## src/common/rtcr_map.svh

```systemverilog
// Purpose: offsets, field positions, reset values and timing of the
//          clock control and status registers
// Assumes: byte-wide register port, 7-bit register address
// Notes:   definitions only
`ifndef RTCR_MAP_SVH
`define RTCR_MAP_SVH

// ****************************************
// register offsets
// ****************************************
`define RTCR_OFS_RATE   7'h0A
`define RTCR_OFS_MODE   7'h0B
`define RTCR_OFS_FLAG   7'h0C
`define RTCR_OFS_SUPPLY 7'h0D
`define RTCR_OFS_XFLAG  7'h4A
`define RTCR_OFS_XEN    7'h4B

// ****************************************
// field positions
// ****************************************
`define RTCR_B_SET  7
`define RTCR_B_PIE  6
`define RTCR_B_AIE  5
`define RTCR_B_UIE  4
`define RTCR_B_SQUARE_OUT_ENABLE 3
`define RTCR_B_DM   2
`define RTCR_B_H24  1
`define RTCR_B_DSE  0

// ****************************************
// reset values
// ****************************************
`define RTCR_RST_OSC  3'h0
`define RTCR_RST_RATE 4'h0
`define RTCR_RST_MODE 8'h08
`define RTCR_RST_XEN  4'h0

// ****************************************
// timing
// ****************************************
`define RTCR_CLK_HZ      40000000
`define RTCR_XTAL_HZ     32768
`define RTCR_UPD_TK      15'h3FFF
`define RTCR_UIP_LEAD_US 244
`define RTCR_UIP_LEAD_TK \
  ((`RTCR_UIP_LEAD_US * `RTCR_XTAL_HZ + 999999) / 1000000)

`endif

```

## src/common/rtcr_pkg.sv

```systemverilog
// Purpose: types shared by the clock control block and its bench
// Assumes: nothing
// Notes:   constants live in rtcr_map.svh
package rtcr_pkg;

  typedef enum logic [1:0] {
    RTCR_OSC_OFF,
    RTCR_OSC_RUN,
    RTCR_OSC_HOLD
  } rtcr_osc_t;

  typedef struct packed {
    logic [7:0] hour;
    logic [7:0] min;
    logic [7:0] sec;
  } rtcr_hms_t;

  typedef struct packed {
    logic [7:0] month;
    logic [7:0] date;
    logic [2:0] dow;
  } rtcr_cal_t;

  typedef struct packed {
    logic       wr;
    logic       rd;
    logic [6:0] addr;
    logic [7:0] wdata;
  } rtcr_bus_t;

endpackage : rtcr_pkg

```

## src/design/rtcr_ctrl.sv

```systemverilog
// Purpose: control and status registers of the clock, divider chain,
//          update timing, square wave and interrupt combining
// Assumes: counters outside advance the user copy on xfer_o
// Notes:   one clock; crystal rate made by a phase accumulator
//
// What this block does
// - update-pending low guarantees no transfer for at least 244 us
// - update-pending read-only; writing freeze 1 blocks transfer, clears it
// - oscillator bits 01X run, 11X hold chain in reset, else stop
// - first update comes 500 ms after run pattern is written
// - lowest oscillator bit selects bank 0 or bank 1
// - rate selector picks one of 13 divider taps or none
// - rate codes map to the tabled periods, doubling from code 3
// - fast enable puts 32.768 kHz on the pin; periodic rate unchanged
// - freeze low lets counts advance each second; logic never alters it
// - periodic flag set on every rising tap edge regardless of its enable
// - alarm flag set each matching second; 11XXXXXX matches anything
// - rising freeze bit clears the update-ended enable
// - both square enables low hold pin low; square enable resets to 1
// - data-format bit selects binary or BCD, untouched by logic
// - hour-format bit selects 24 or 12 hour, untouched by logic
// - daylight saving jumps forward in April, back in October
// - daylight saving Sunday tests happen at midnight
// - combined flag is OR of six flag-enable pairs; drives pin low
// - reading the flag register clears periodic, alarm, update flags
// - update-ended flag set after every update cycle
// - low flag bits and low supply bits read zero, ignore writes
// - supply-valid bit is high when either supply is good, read-only
// - the four control registers answer in both banks at all times
// - flags set during a flag read are held until the read ends
// - extended flags clear only by writing zero, never by reading
`timescale 1ns/100ps
`default_nettype none
`include "rtcr_map.svh"

module rtcr_ctrl #(
  parameter int CLK_HZ = `RTCR_CLK_HZ
) (
  input  wire logic                clk_sys_i,
  input  wire logic                rstn_i,
  input  wire rtcr_pkg::rtcr_bus_t bus_i,
  output logic [7:0]               bus_rdata_o,
  input  wire rtcr_pkg::rtcr_hms_t time_i,
  input  wire rtcr_pkg::rtcr_hms_t alarm_i,
  input  wire rtcr_pkg::rtcr_cal_t cal_i,
  input  wire logic [2:0]          ext_ev_i,
  input  wire logic                bat_ok_i,
  input  wire logic                aux_ok_i,
  output logic                     xfer_o,
  output logic                     bank_sel_o,
  output logic                     binary_fmt_o,
  output logic                     hour24_o,
  output logic                     dst_fwd_o,
  output logic                     dst_back_o,
  output logic                     square_wave_out_o,
  output logic                     irq_o,
  output logic                     irq_oen_o
);

  // ****************************************
  // declarations
  // ****************************************
  localparam logic [26:0] NCO_MOD  = 27'(CLK_HZ);
  localparam logic [26:0] NCO_STEP = 27'(2 * `RTCR_XTAL_HZ);
  localparam logic [14:0] UIP_PT   =
    15'(`RTCR_UPD_TK - `RTCR_UIP_LEAD_TK);

  logic [2:0]  osc_ctrl_r;
  logic [3:0]  rate_sel_r;
  logic [7:0]  mode_r;
  logic [3:0]  xen_r;
  logic        uip_r;
  logic [25:0] nco_r;
  logic [26:0] nco_sum;
  logic [26:0] nco_dif;
  logic        ph_r;
  logic [14:0] div_r;
  logic        tap_q;
  logic        xfer_r;
  logic        chk_r;
  logic [2:0]  cflag_r;
  logic [2:0]  cpend_r;
  logic [2:0]  xflag_r;
  logic        c_rd_q;
  logic        rd_q;
  logic [7:0]  rdata_r;
  logic        sq_r;
  logic        fwd_arm_r;
  logic        back_arm_r;
  logic        dst_fwd_r;
  logic        dst_back_r;
  logic [4:0]  tap_sel;
  logic [7:0]  rd_mux;
  rtcr_pkg::rtcr_osc_t osc;
  logic        run;
  logic        tick;
  logic        upd;
  logic        tap_lvl;
  logic        tap_rise;
  logic        wr_a;
  logic        wr_b;
  logic        xwr;
  logic        c_rd;
  logic        c_end;
  logic        al_hit;
  logic [2:0]  cev;
  logic [2:0]  cen;
  logic        combined_irq_flag;
  logic        fast;
  logic [7:0]  v59;
  logic [7:0]  v12;

  // ****************************************
  // helpers
  // ****************************************
  // code to tap mapping
  function automatic logic [4:0] rtcr_tap_f(input logic [3:0] c);
    case (c)
      4'h0:    return 5'h00;
      4'h1:    return 5'h16;
      4'h2:    return 5'h17;
      default: return {1'b1, c - 4'h2};
    endcase
  endfunction : rtcr_tap_f

  // alarm byte match with don't care
  function automatic logic rtcr_hit_f(input logic [7:0] t,
                                      input logic [7:0] a);
    return (a[7:6] == 2'b11) || (a == t);
  endfunction : rtcr_hit_f

  // ****************************************
  // decode
  // ****************************************
  // oscillator pattern decode
  always_comb begin
    case (osc_ctrl_r[2:1])
      2'b01:   osc = rtcr_pkg::RTCR_OSC_RUN;
      2'b11:   osc = rtcr_pkg::RTCR_OSC_HOLD;
      default: osc = rtcr_pkg::RTCR_OSC_OFF;
    endcase
  end

  // control registers decode in either bank
  assign run   = (osc == rtcr_pkg::RTCR_OSC_RUN);
  assign wr_a  = bus_i.wr && (bus_i.addr == `RTCR_OFS_RATE);
  assign wr_b  = bus_i.wr && (bus_i.addr == `RTCR_OFS_MODE);
  assign xwr   = bus_i.wr && (bus_i.addr == `RTCR_OFS_XFLAG) && bank_sel_o;
  assign c_rd  = bus_i.rd && (bus_i.addr == `RTCR_OFS_FLAG);
  assign c_end = c_rd_q && !c_rd;
  assign fast  = xen_r[0];
  assign bank_sel_o = osc_ctrl_r[0];
  // format bit passed out as written
  assign binary_fmt_o = mode_r[`RTCR_B_DM];
  // hour format passed out as written
  assign hour24_o = mode_r[`RTCR_B_H24];

  // ****************************************
  // register writes
  // ****************************************
  always_ff @(posedge clk_sys_i or negedge rstn_i) begin
    if (!rstn_i) begin
      osc_ctrl_r <= `RTCR_RST_OSC;
      rate_sel_r <= `RTCR_RST_RATE;
    end else if (wr_a) begin
      osc_ctrl_r <= bus_i.wdata[6:4];
      rate_sel_r <= bus_i.wdata[3:0];
    end
  end

  always_ff @(posedge clk_sys_i or negedge rstn_i) begin
    if (!rstn_i) begin
      mode_r <= `RTCR_RST_MODE;
    end else if (wr_b) begin
      mode_r <= bus_i.wdata;
      if (bus_i.wdata[`RTCR_B_SET] && !mode_r[`RTCR_B_SET]) begin
        mode_r[`RTCR_B_UIE] <= 1'b0;
      end
    end
  end

  always_ff @(posedge clk_sys_i or negedge rstn_i) begin
    if (!rstn_i) begin
      xen_r <= `RTCR_RST_XEN;
    end else if (bus_i.wr && bank_sel_o &&
                 (bus_i.addr == `RTCR_OFS_XEN)) begin
      xen_r <= bus_i.wdata[3:0];
    end
  end

  // ****************************************
  // divider chain
  // ****************************************
  assign nco_sum = {1'b0, nco_r} + NCO_STEP;
  assign nco_dif = nco_sum - NCO_MOD;
  assign tick    = run && (nco_sum >= NCO_MOD) && ph_r;

  always_ff @(posedge clk_sys_i or negedge rstn_i) begin
    if (!rstn_i) begin
      nco_r <= 26'h0000000;
      ph_r  <= 1'b0;
      div_r <= 15'h0000;
    end else if (!run) begin
      nco_r <= 26'h0000000;
      ph_r  <= 1'b0;
      div_r <= 15'h0000;
    end else if (nco_sum >= NCO_MOD) begin
      nco_r <= nco_dif[25:0];
      ph_r  <= !ph_r;
      if (ph_r) begin
        div_r <= div_r + 15'h0001;
      end
    end else begin
      nco_r <= nco_sum[25:0];
    end
  end

  // one tap shared by pin and flag
  assign tap_sel  = rtcr_tap_f(rate_sel_r);
  assign tap_lvl  = tap_sel[4] && div_r[tap_sel[3:0]];
  assign tap_rise = tap_lvl && !tap_q;

  always_ff @(posedge clk_sys_i or negedge rstn_i) begin
    if (!rstn_i) begin
      tap_q <= 1'b0;
    end else begin
      tap_q <= tap_lvl;
    end
  end

  // ****************************************
  // update cycle
  // ****************************************
  // half-second point of a fresh chain
  assign upd = tick && (div_r == `RTCR_UPD_TK);

  // pending raised a full lead before transfer
  always_ff @(posedge clk_sys_i or negedge rstn_i) begin
    if (!rstn_i) begin
      uip_r <= 1'b0;
    end else if (wr_b && bus_i.wdata[`RTCR_B_SET]) begin
      // freeze write drops pending at once
      uip_r <= 1'b0;
    end else if (tick && (div_r == UIP_PT) && !mode_r[`RTCR_B_SET]) begin
      uip_r <= 1'b1;
    end else if (upd || !run) begin
      uip_r <= 1'b0;
    end
  end

  // transfer once a second unless frozen
  // needing pending high too keeps the lead even if freeze drops late
  always_ff @(posedge clk_sys_i or negedge rstn_i) begin
    if (!rstn_i) begin
      xfer_r <= 1'b0;
      chk_r  <= 1'b0;
    end else begin
      xfer_r <= upd && uip_r && !mode_r[`RTCR_B_SET];
      chk_r  <= xfer_r;
    end
  end
  assign xfer_o = xfer_r;

  // ****************************************
  // alarm and daylight saving
  // ****************************************
  // compare fresh user copy after transfer
  assign al_hit = chk_r && rtcr_hit_f(time_i.hour, alarm_i.hour) &&
                  rtcr_hit_f(time_i.min, alarm_i.min) &&
                  rtcr_hit_f(time_i.sec, alarm_i.sec);

  assign v59 = mode_r[`RTCR_B_DM] ? 8'h3B : 8'h59;
  assign v12 = mode_r[`RTCR_B_H24] ? 8'h00 :
               (mode_r[`RTCR_B_DM] ? 8'h0C : 8'h12);

  always_ff @(posedge clk_sys_i or negedge rstn_i) begin
    if (!rstn_i) begin
      fwd_arm_r  <= 1'b0;
      back_arm_r <= 1'b0;
      dst_fwd_r  <= 1'b0;
      dst_back_r <= 1'b0;
    end else begin
      dst_fwd_r  <= 1'b0;
      dst_back_r <= 1'b0;
      if (chk_r && time_i.hour == v12 && time_i.min == 8'h00 &&
          time_i.sec == 8'h00) begin
        fwd_arm_r  <= mode_r[`RTCR_B_DSE] && cal_i.dow == 3'h1 &&
                      cal_i.month == 8'h04 && cal_i.date <= 8'h07;
        back_arm_r <= mode_r[`RTCR_B_DSE] && cal_i.dow == 3'h1 &&
                      cal_i.month == (mode_r[`RTCR_B_DM] ? 8'h0A : 8'h10) &&
                      cal_i.date >= (mode_r[`RTCR_B_DM] ? 8'h19 : 8'h25);
      end else if (chk_r && time_i.hour == 8'h01 &&
                   time_i.min == v59 && time_i.sec == v59) begin
        // jump on next advance, back only on first arrival
        dst_fwd_r  <= fwd_arm_r && mode_r[`RTCR_B_DSE];
        dst_back_r <= back_arm_r && mode_r[`RTCR_B_DSE];
        fwd_arm_r  <= 1'b0;
        back_arm_r <= 1'b0;
      end
    end
  end
  assign dst_fwd_o  = dst_fwd_r;
  assign dst_back_o = dst_back_r;

  // ****************************************
  // flags
  // ****************************************
  // periodic flag ignores its enable
  assign cev = {tap_rise, al_hit, upd};
  assign cen = {mode_r[`RTCR_B_PIE], mode_r[`RTCR_B_AIE],
                mode_r[`RTCR_B_UIE]};

  always_ff @(posedge clk_sys_i or negedge rstn_i) begin
    if (!rstn_i) begin
      c_rd_q <= 1'b0;
      rd_q   <= 1'b0;
    end else begin
      c_rd_q <= c_rd;
      rd_q   <= bus_i.rd;
    end
  end

  for (genvar i = 0; i < 3; i++) begin : g_flag
    // events during a read wait in pending
    always_ff @(posedge clk_sys_i or negedge rstn_i) begin
      if (!rstn_i) begin
        cflag_r[i] <= 1'b0;
        cpend_r[i] <= 1'b0;
      end else if (c_end) begin
        // read end clears, new events win
        cflag_r[i] <= cpend_r[i] || cev[i];
        cpend_r[i] <= 1'b0;
      end else if (c_rd) begin
        cpend_r[i] <= cpend_r[i] || cev[i];
      end else begin
        cflag_r[i] <= cflag_r[i] || cev[i];
      end
    end

    // extended flags cleared by writing zero only
    always_ff @(posedge clk_sys_i or negedge rstn_i) begin
      if (!rstn_i) begin
        xflag_r[i] <= 1'b0;
      end else if (xwr) begin
        xflag_r[i] <= (xflag_r[i] && bus_i.wdata[i+1]) || ext_ev_i[i];
      end else begin
        xflag_r[i] <= xflag_r[i] || ext_ev_i[i];
      end
    end
  end

  // six pairs combine onto the pin
  assign combined_irq_flag      = |(cflag_r & cen) || |(xflag_r & xen_r[3:1]);
  assign irq_o     = 1'b0;
  assign irq_oen_o = !combined_irq_flag;

  // ****************************************
  // read path
  // ****************************************
  // unused bits read zero
  always_comb begin
    rd_mux = 8'h00;
    case (bus_i.addr)
      `RTCR_OFS_RATE:   rd_mux = {uip_r, osc_ctrl_r, rate_sel_r};
      `RTCR_OFS_MODE:   rd_mux = mode_r;
      `RTCR_OFS_FLAG:   rd_mux = {combined_irq_flag, cflag_r, 4'h0};
      `RTCR_OFS_SUPPLY: rd_mux = {bat_ok_i || aux_ok_i, 7'h00};
      `RTCR_OFS_XFLAG:  rd_mux = bank_sel_o ? {4'h0, xflag_r, 1'b0} : 8'h00;
      `RTCR_OFS_XEN:    rd_mux = bank_sel_o ? {4'h0, xen_r} : 8'h00;
      default:          rd_mux = 8'h00;
    endcase
  end

  // data caught at read start and held for the whole strobe
  always_ff @(posedge clk_sys_i or negedge rstn_i) begin
    if (!rstn_i) begin
      rdata_r <= 8'h00;
    end else if (bus_i.rd && !rd_q) begin
      rdata_r <= rd_mux;
    end
  end
  assign bus_rdata_o = rdata_r;

  // ****************************************
  // square wave
  // ****************************************
  // fast enable overrides the selector
  // held low with both enables clear
  always_ff @(posedge clk_sys_i or negedge rstn_i) begin
    if (!rstn_i) begin
      sq_r <= 1'b0;
    end else begin
      sq_r <= fast ? ph_r : (mode_r[`RTCR_B_SQUARE_OUT_ENABLE] && tap_lvl);
    end
  end
  assign square_wave_out_o = sq_r;

  logic [4:0] uip_tk_r;
  always_ff @(posedge clk_sys_i or negedge rstn_i) begin
    if (!rstn_i) begin
      uip_tk_r <= 5'h00;
    end else if (!uip_r) begin
      uip_tk_r <= 5'h00;
    end else if (tick && uip_tk_r != 5'h1F) begin
      uip_tk_r <= uip_tk_r + 5'h01;
    end
  end
endmodule : rtcr_ctrl
`default_nettype wire

```

## config.mk

```make
export PLATFORM = sky130hd
export DESIGN_NAME = rtcr_ctrl
export DESIGN_NICKNAME = d
export VERILOG_FILES = /design/src/common/rtcr_pkg.sv /design/src/design/rtcr_ctrl.sv
export VERILOG_INCLUDE_DIRS = /design/src /design/src/common
export SDC_FILE = /design/constraint.sdc
export NUM_CORES = 1
export LEC_CHECK = 0
export ABC_AREA = 0
export BUFFER_PORTS_ARGS = -buffer_cell sky130_fd_sc_hd__buf_2
export CORE_MARGIN = 3
export CORE_UTILIZATION = 45
export DETAILED_ROUTE_END_ITERATION = 16
export PLACE_DENSITY_LB_ADDON = 0.15
export RECOVER_POWER = 100
export SLEW_MARGIN = 25
export SYNTH_ARGS = -nofsm -noshare
export SYNTH_HDL_FRONTEND = slang
export SYNTH_SLANG_ARGS = --single-unit
```

## constraint.sdc

```tcl
create_clock -name clk_sys_i -period 7.1 [get_ports clk_sys_i]
set_input_delay 1.775 -clock clk_sys_i [delete_from_list [all_inputs] [get_ports clk_sys_i]]
set_output_delay 1.775 -clock clk_sys_i [all_outputs]
set_load 0.1 [all_outputs]
```

## After elaboration in Yosys (flattened, before gate mapping)

Cells that the tools add are included.

| operators by class | value |
|---|---|
| add/subtract/negate cells | 4 |
| magnitude comparators | 4 |
| equal/unequal tests | 29 |
| muxes and demuxes | 46 |
| bitwise operators | 2 |
| reduce and logical (&&, ||, !) cells | 74 |

Operator list:

| kind | number |
|---|---|
| 26-bit 2-to-1 mux | 2 |
| 8-bit case mux with 6 select lines | 1 |
| 15-bit 2-to-1 mux | 3 |
| 1-bit logical AND | 40 |
| 15-bit by 14-bit equality test with 1-bit output, second input constant | 2 |
| 1-bit 2-to-1 mux | 30 |
| 7-bit by 4-bit equality test with 1-bit output, second input constant | 4 |
| 26-bit by 17-bit adder with 27-bit output, second input constant | 1 |
| 27-bit by 26-bit >= comparator with 1-bit output, second input constant | 1 |
| 26-bit subtractor, second input constant | 1 |
| 8-bit equality test | 3 |
| 1-bit logical OR | 18 |
| 8-bit by 5-bit equality test with 1-bit output | 2 |
| 8-bit by 7-bit equality test with 1-bit output | 2 |
| 8-bit logical NOT | 2 |
| 15-bit by 1-bit adder with 15-bit output, second input constant | 1 |
| 5-bit 2-to-1 mux | 3 |
| 5-bit case mux with 3 select lines | 1 |
| 7-bit equality test, second input constant | 2 |
| 2-bit equality test, second input constant | 4 |
| 8-bit by 1-bit equality test with 1-bit output, second input constant | 1 |
| 8-bit by 3-bit equality test with 1-bit output, second input constant | 1 |
| 8-bit by 6-bit >= comparator with 1-bit output | 1 |
| 8-bit by 3-bit <= comparator with 1-bit output, second input constant | 1 |
| other kinds (20) | 32 |

| storage, ports and cells | value |
|---|---|
| flip-flop bits (word level) | 89 |
| input port bits | 91 |
| logic and storage cells | 187 |

## Logic depth before layout (Yosys ltp)

| depth | value |
|---|---|
| depth in word-level cells | 10 |
| mapped depth | 11 |
| depth with buffers taken out | 9 |

## Worst setup path before layout

No wires, ideal clock.

| path | value |
|---|---|
| path type | register -> output |
| start point | register cflag_r[0] |
| end point | output irq_oen_o |
| arrival time | 2.904 ns |
| slack | 2.421 ns |
| cell stages (with the launch flop) | 4 |
| path buffers | 0 |
| path through | dfrtp_1 -> a22oi_1 -> nand2_1 -> a221oi_1 |

| between the ends | value |
|---|---|
| cells in the longest elaborated chain, start to end | 4 |

RTL lines:

| element | RTL line | text |
|---|---|---|
| start: declaration | rtcr_ctrl.sv:81 | `logic [2:0] cflag_r;` |
| start signal: indexed assignment | rtcr_ctrl.sv:331 | `cflag_r[i] <= cpend_r[i] \|\| cev[i];` |
| start signal: indexed assignment | rtcr_ctrl.sv:336 | `cflag_r[i] <= cflag_r[i] \|\| cev[i];` |
| 3-bit bitwise AND | rtcr_ctrl.sv:353 | `assign combined_irq_flag = \|(cflag_r & cen) \|\| \|(xflag_r & xen_r[3:1]);` |
| 3-bit OR reduction | rtcr_ctrl.sv:353 |  |
| 1-bit logical OR | rtcr_ctrl.sv:353 |  |
| 1-bit logical NOT | rtcr_ctrl.sv:355 | `assign irq_oen_o = !combined_irq_flag;` |
| end: declaration | rtcr_ctrl.sv:57 | `output logic irq_oen_o` |

No other way between the ends.

## Worst setup path after layout

| path | value |
|---|---|
| start point | register nco_r[16] |
| end point | register div_r[14] |

| between the ends | value |
|---|---|
| cells in the longest elaborated chain, start to end | 4 |

RTL lines:

| element | RTL line | text |
|---|---|---|
| start: declaration | rtcr_ctrl.sv:73 | `logic [25:0] nco_r;` |
| start signal: assignment | rtcr_ctrl.sv:208 | `nco_r <= nco_dif[25:0];` |
| start signal: assignment | rtcr_ctrl.sv:214 | `nco_r <= nco_sum[25:0];` |
| 26-bit by 17-bit adder with 27-bit output | rtcr_ctrl.sv:194 | `assign nco_sum = {1'b0, nco_r} + NCO_STEP;` |
| 27-bit by 26-bit >= comparator with 1-bit output | rtcr_ctrl.sv:207 | `end else if (nco_sum >= NCO_MOD) begin` |
| 2-bit by 1-bit inequality test with 1-bit output (no line) | n/a |  |
| 2-bit AND reduction (no line) | n/a |  |
| end signal: assignment | rtcr_ctrl.sv:211 | `div_r <= div_r + 15'h0001;` |
| end: declaration | rtcr_ctrl.sv:77 | `logic [14:0] div_r;` |

No other way between the ends.
A chain may end at the register's enable or synchronous reset.

==> impl_results.md <==
- Critical Path Max Stage Delay: ~960 ps
- Switching share of power: between 20% and 30%
- Cell family with most CP delay: compound AO/OA/AOI/OAI gates
- Least-Margin Pin Slew: 2030 ps
- Leak: 2.48 nW
- Post-DP HPWL: 9700 µm
- Num CTS Buffers: 9
- Largest net degree at the start of global routing: between 80 and 90
- Wire per inst: 16.1 µm
- Die area: between 10000 and 15000 µm²
- Fmax: roughly 230 MHz
- CP endpoint kind: flop
- Distinct cells, synth: 73
- Site row count: 38
- Crit path top cell by count: a21oi_1
- Failing checks: capacitance limit, slew limit
- Port bufs: 106
- CP Launch Type: flop
- Final Util: between 50% and 60%
- Post-Synthesis Cell Area: 5110 µm²
- Seq pwr share: between 40% and 50%
- Internal power: 0.870 mW
- Post-Route WL: 12900 µm
- Starting DRT DRC Count: 247
- Grt ovf: 0
- CP Cell Sequence: ha_1, xnor2_1, nor2b_1, nand4_1, a21oi_1, o21ai_0, or4_1, a21oi_1
- Crit path arrival time: 4620 ps
- ANT nets after route: 0
- CTS tree: built
- Gate power share: between 10 and 15%
- Period utilisation layout: roughly three fifths
- Sequential-to-total area share from yosys stat: 39.2%
- Hold buffer count at CTS: 0
- Worst skew pair latency: 340 ps
- Initial Utilization: between 40% and 50%
- Post-route DRC: 0
- Resized Gates After CTS: 0
- Count of flip-flops with a built-in enable after synthesis: 0
- All-Layer GR Usage: 20.7%
- GPL Wtd Cong: between 0.8 and 0.9
- Mean post-synth cell area: between 9 and 10 µm²
- Vias in the first global route: ~4500
- Main synth FF type: dfrtp_1
- Status: complete, but fails checks
- Fillcell total: 1019
- Synth cell count leaders: 79 x dfrtp_1, 46 x nor2_1, 45 x nand2_1, 45 x o21ai_0, 40 x xnor2_1
- Asr flop ratio synth: 100%
- Clk sink count: 80
- Top post-synthesis cells by area: dfrtp_1 39%, xnor2_1 6.9%, o21ai_0 4.4%
- Layout cells sized above 1: 19.9%
- CTS root buf: clkbuf_16
- Buf/Inv on CP: 0
- Critical path's slowest cell: o21ai_0
- RSZ-0062 raised after global routing: no
- Worst vdd ir: between 0.15 and 0.2 mV
- Fin. Hold Viols: 0
- Post-CTS Setup Bufs: 0
- Min Hold Slack: roughly 380 ps
- Initial antenna violation count: 0
- Worst EP required: ~7400 ps
- Clk pwr share: a little under half
- PD cells: 193 nW/µm²
- CP max FO: 21
- H-tree depth: 3
- CP Class: reg -> reg
- Final Setup Violations: 0
- DRT Pass-1 Iters: 4
- Clock Skew: just over 7 ps
- Total Power: around 1.2 mW
- Setup TNS: 0 ps
- Clk slew on worst S/H paths: 60 ps
- Net count after synthesis: between 600 and 700
- Most frequent cell after synthesis: dfrtp_1
- Worst relative slew slack: -36.5%
- Syn Inst Count: around 560
- Die Span Y: 113 µm
- Top cell type's share of synthesized area: approximately two fifths
- Via density: between 5 and 6
- Total number of vias: 4629
- Final Critical Period: around 4400 ps
- Core Region: ~11000 µm²
- I/O pins: roughly 110
- First-pass GRT wire length: between 20000 and 25000 µm
- Switch Pwr: roughly 0.29 mW
- Die W: ~110 µm
- Area growth syn-to-layout: 18.0%
- Number of diodes: 0
- Nets: between 700 and 800
- Maximum clock insertion buffer count: 2
- Synthesized flop and latch total: 80
- Yosys warns: 0
- Synth area leader: dfrtp_1
- Slew Viols, Final: 22
- Hold Path Class: reg -> reg
- Max Cap Viol: 1
-- state kept, by name (all words and copies together), names as in the netlist, 3 cells and up --
signal       flops
nco_r           17
div_r           15
bus_rdata_o      8
mode_r           8
rate_sel_r       4
xen_r            4
cflag_r          3
cpend_r          3
osc_ctrl_r       3
xflag_r          3
-- per-stage QoR --
step	instance area (µm²)	worst slack [ps]	cells
2_1_floorplan	5110	2420	562
3_3_place_gp	5720	3590	786
3_5_place_dp	5720	3550	786
4_1_cts	6060	3400	802
5_1_grt	6030	2360	802
6_report	6030	2740	802
-- placed cells by master (no fill, tap or decap), types with 5 or more instances in the layout --
cell type  instances
xnor2_1           40
o21a_1             8
nor4_1             7
o211ai_1          10
o21ai_0           50
o22ai_1            5
and3_1             7
nor3_1            14
buf_2             86
nand2_1           45
a22o_1             6
xor2_1             8
nand2b_1          12
clkbuf_16          9
mux2_2            16
nor3b_1            5
ha_1              10
nand4_1           18
dfrtp_1           79
a21oi_1           21
clkbuf_1          21
inv_1             16
nor2_1            46
mux2i_1            9
or3_1             12
nand3_1           18
a22oi_1            5
or4_1              5
o31ai_1            7
-- kinds of logic after synthesis --
logic type,after synthesis,synth area share (%)
other cells,1,0.0734
flops,80,39.2
compound gates,137,17.2
fa+ha+maj,11,2.65
simple gates,218,23.2
buf+inv,40,3.36
xor+xnor,48,8.23
mux,27,6.02
-- power by group through the flow --
stage               clock [mW]  sequential [mW]  combinational [mW]
finish                   0.535            0.486               0.143
global route             0.569            0.488               0.158
CTS                      0.549            0.486               0.146
detailed placement           0            0.494               0.145
global placement             0            0.494               0.142
floorplan                    0            0.494              0.0806
-- final cells by class --
class	instances	area (µm²)	share of cell area [%]
multi-input combinational	442	2920	48.5
sequential	80	2000	33.2
tap	140	175	2.91
inverter	16	60.1	0.996
timing repair buffer	108	524	8.70
clock inverter	6	115	1.91
clock buffer	10	229	3.80
-- routing by layer --
metal	GRT usage, %	vias up	share of wire (%)
li1	-	2254	-
met1	25.8	2251	42
met2	36.4	104	52
met3	3.72	20	4.4
met4	6.57	0	1.9
met5	0	-	0
-- worst paths after layout --
kind / end / cells after the start / start / slack, ps
min in group asynchronous: xflag_r[0] / 1 / rstn_i / 1470
max in group asynchronous: ph_r / 1 / rstn_i / 5120
setup / recovery: div_r[14] / 8 / nco_r[16] / 2740
setup reg to reg: div_r[14] / 8 / nco_r[16] / 2740
hold reg to reg: chk_r / 0 / xfer_o / 380
hold / removal: chk_r / 0 / xfer_o / 380
Note: power is estimated with default switching activity, not from simulation.
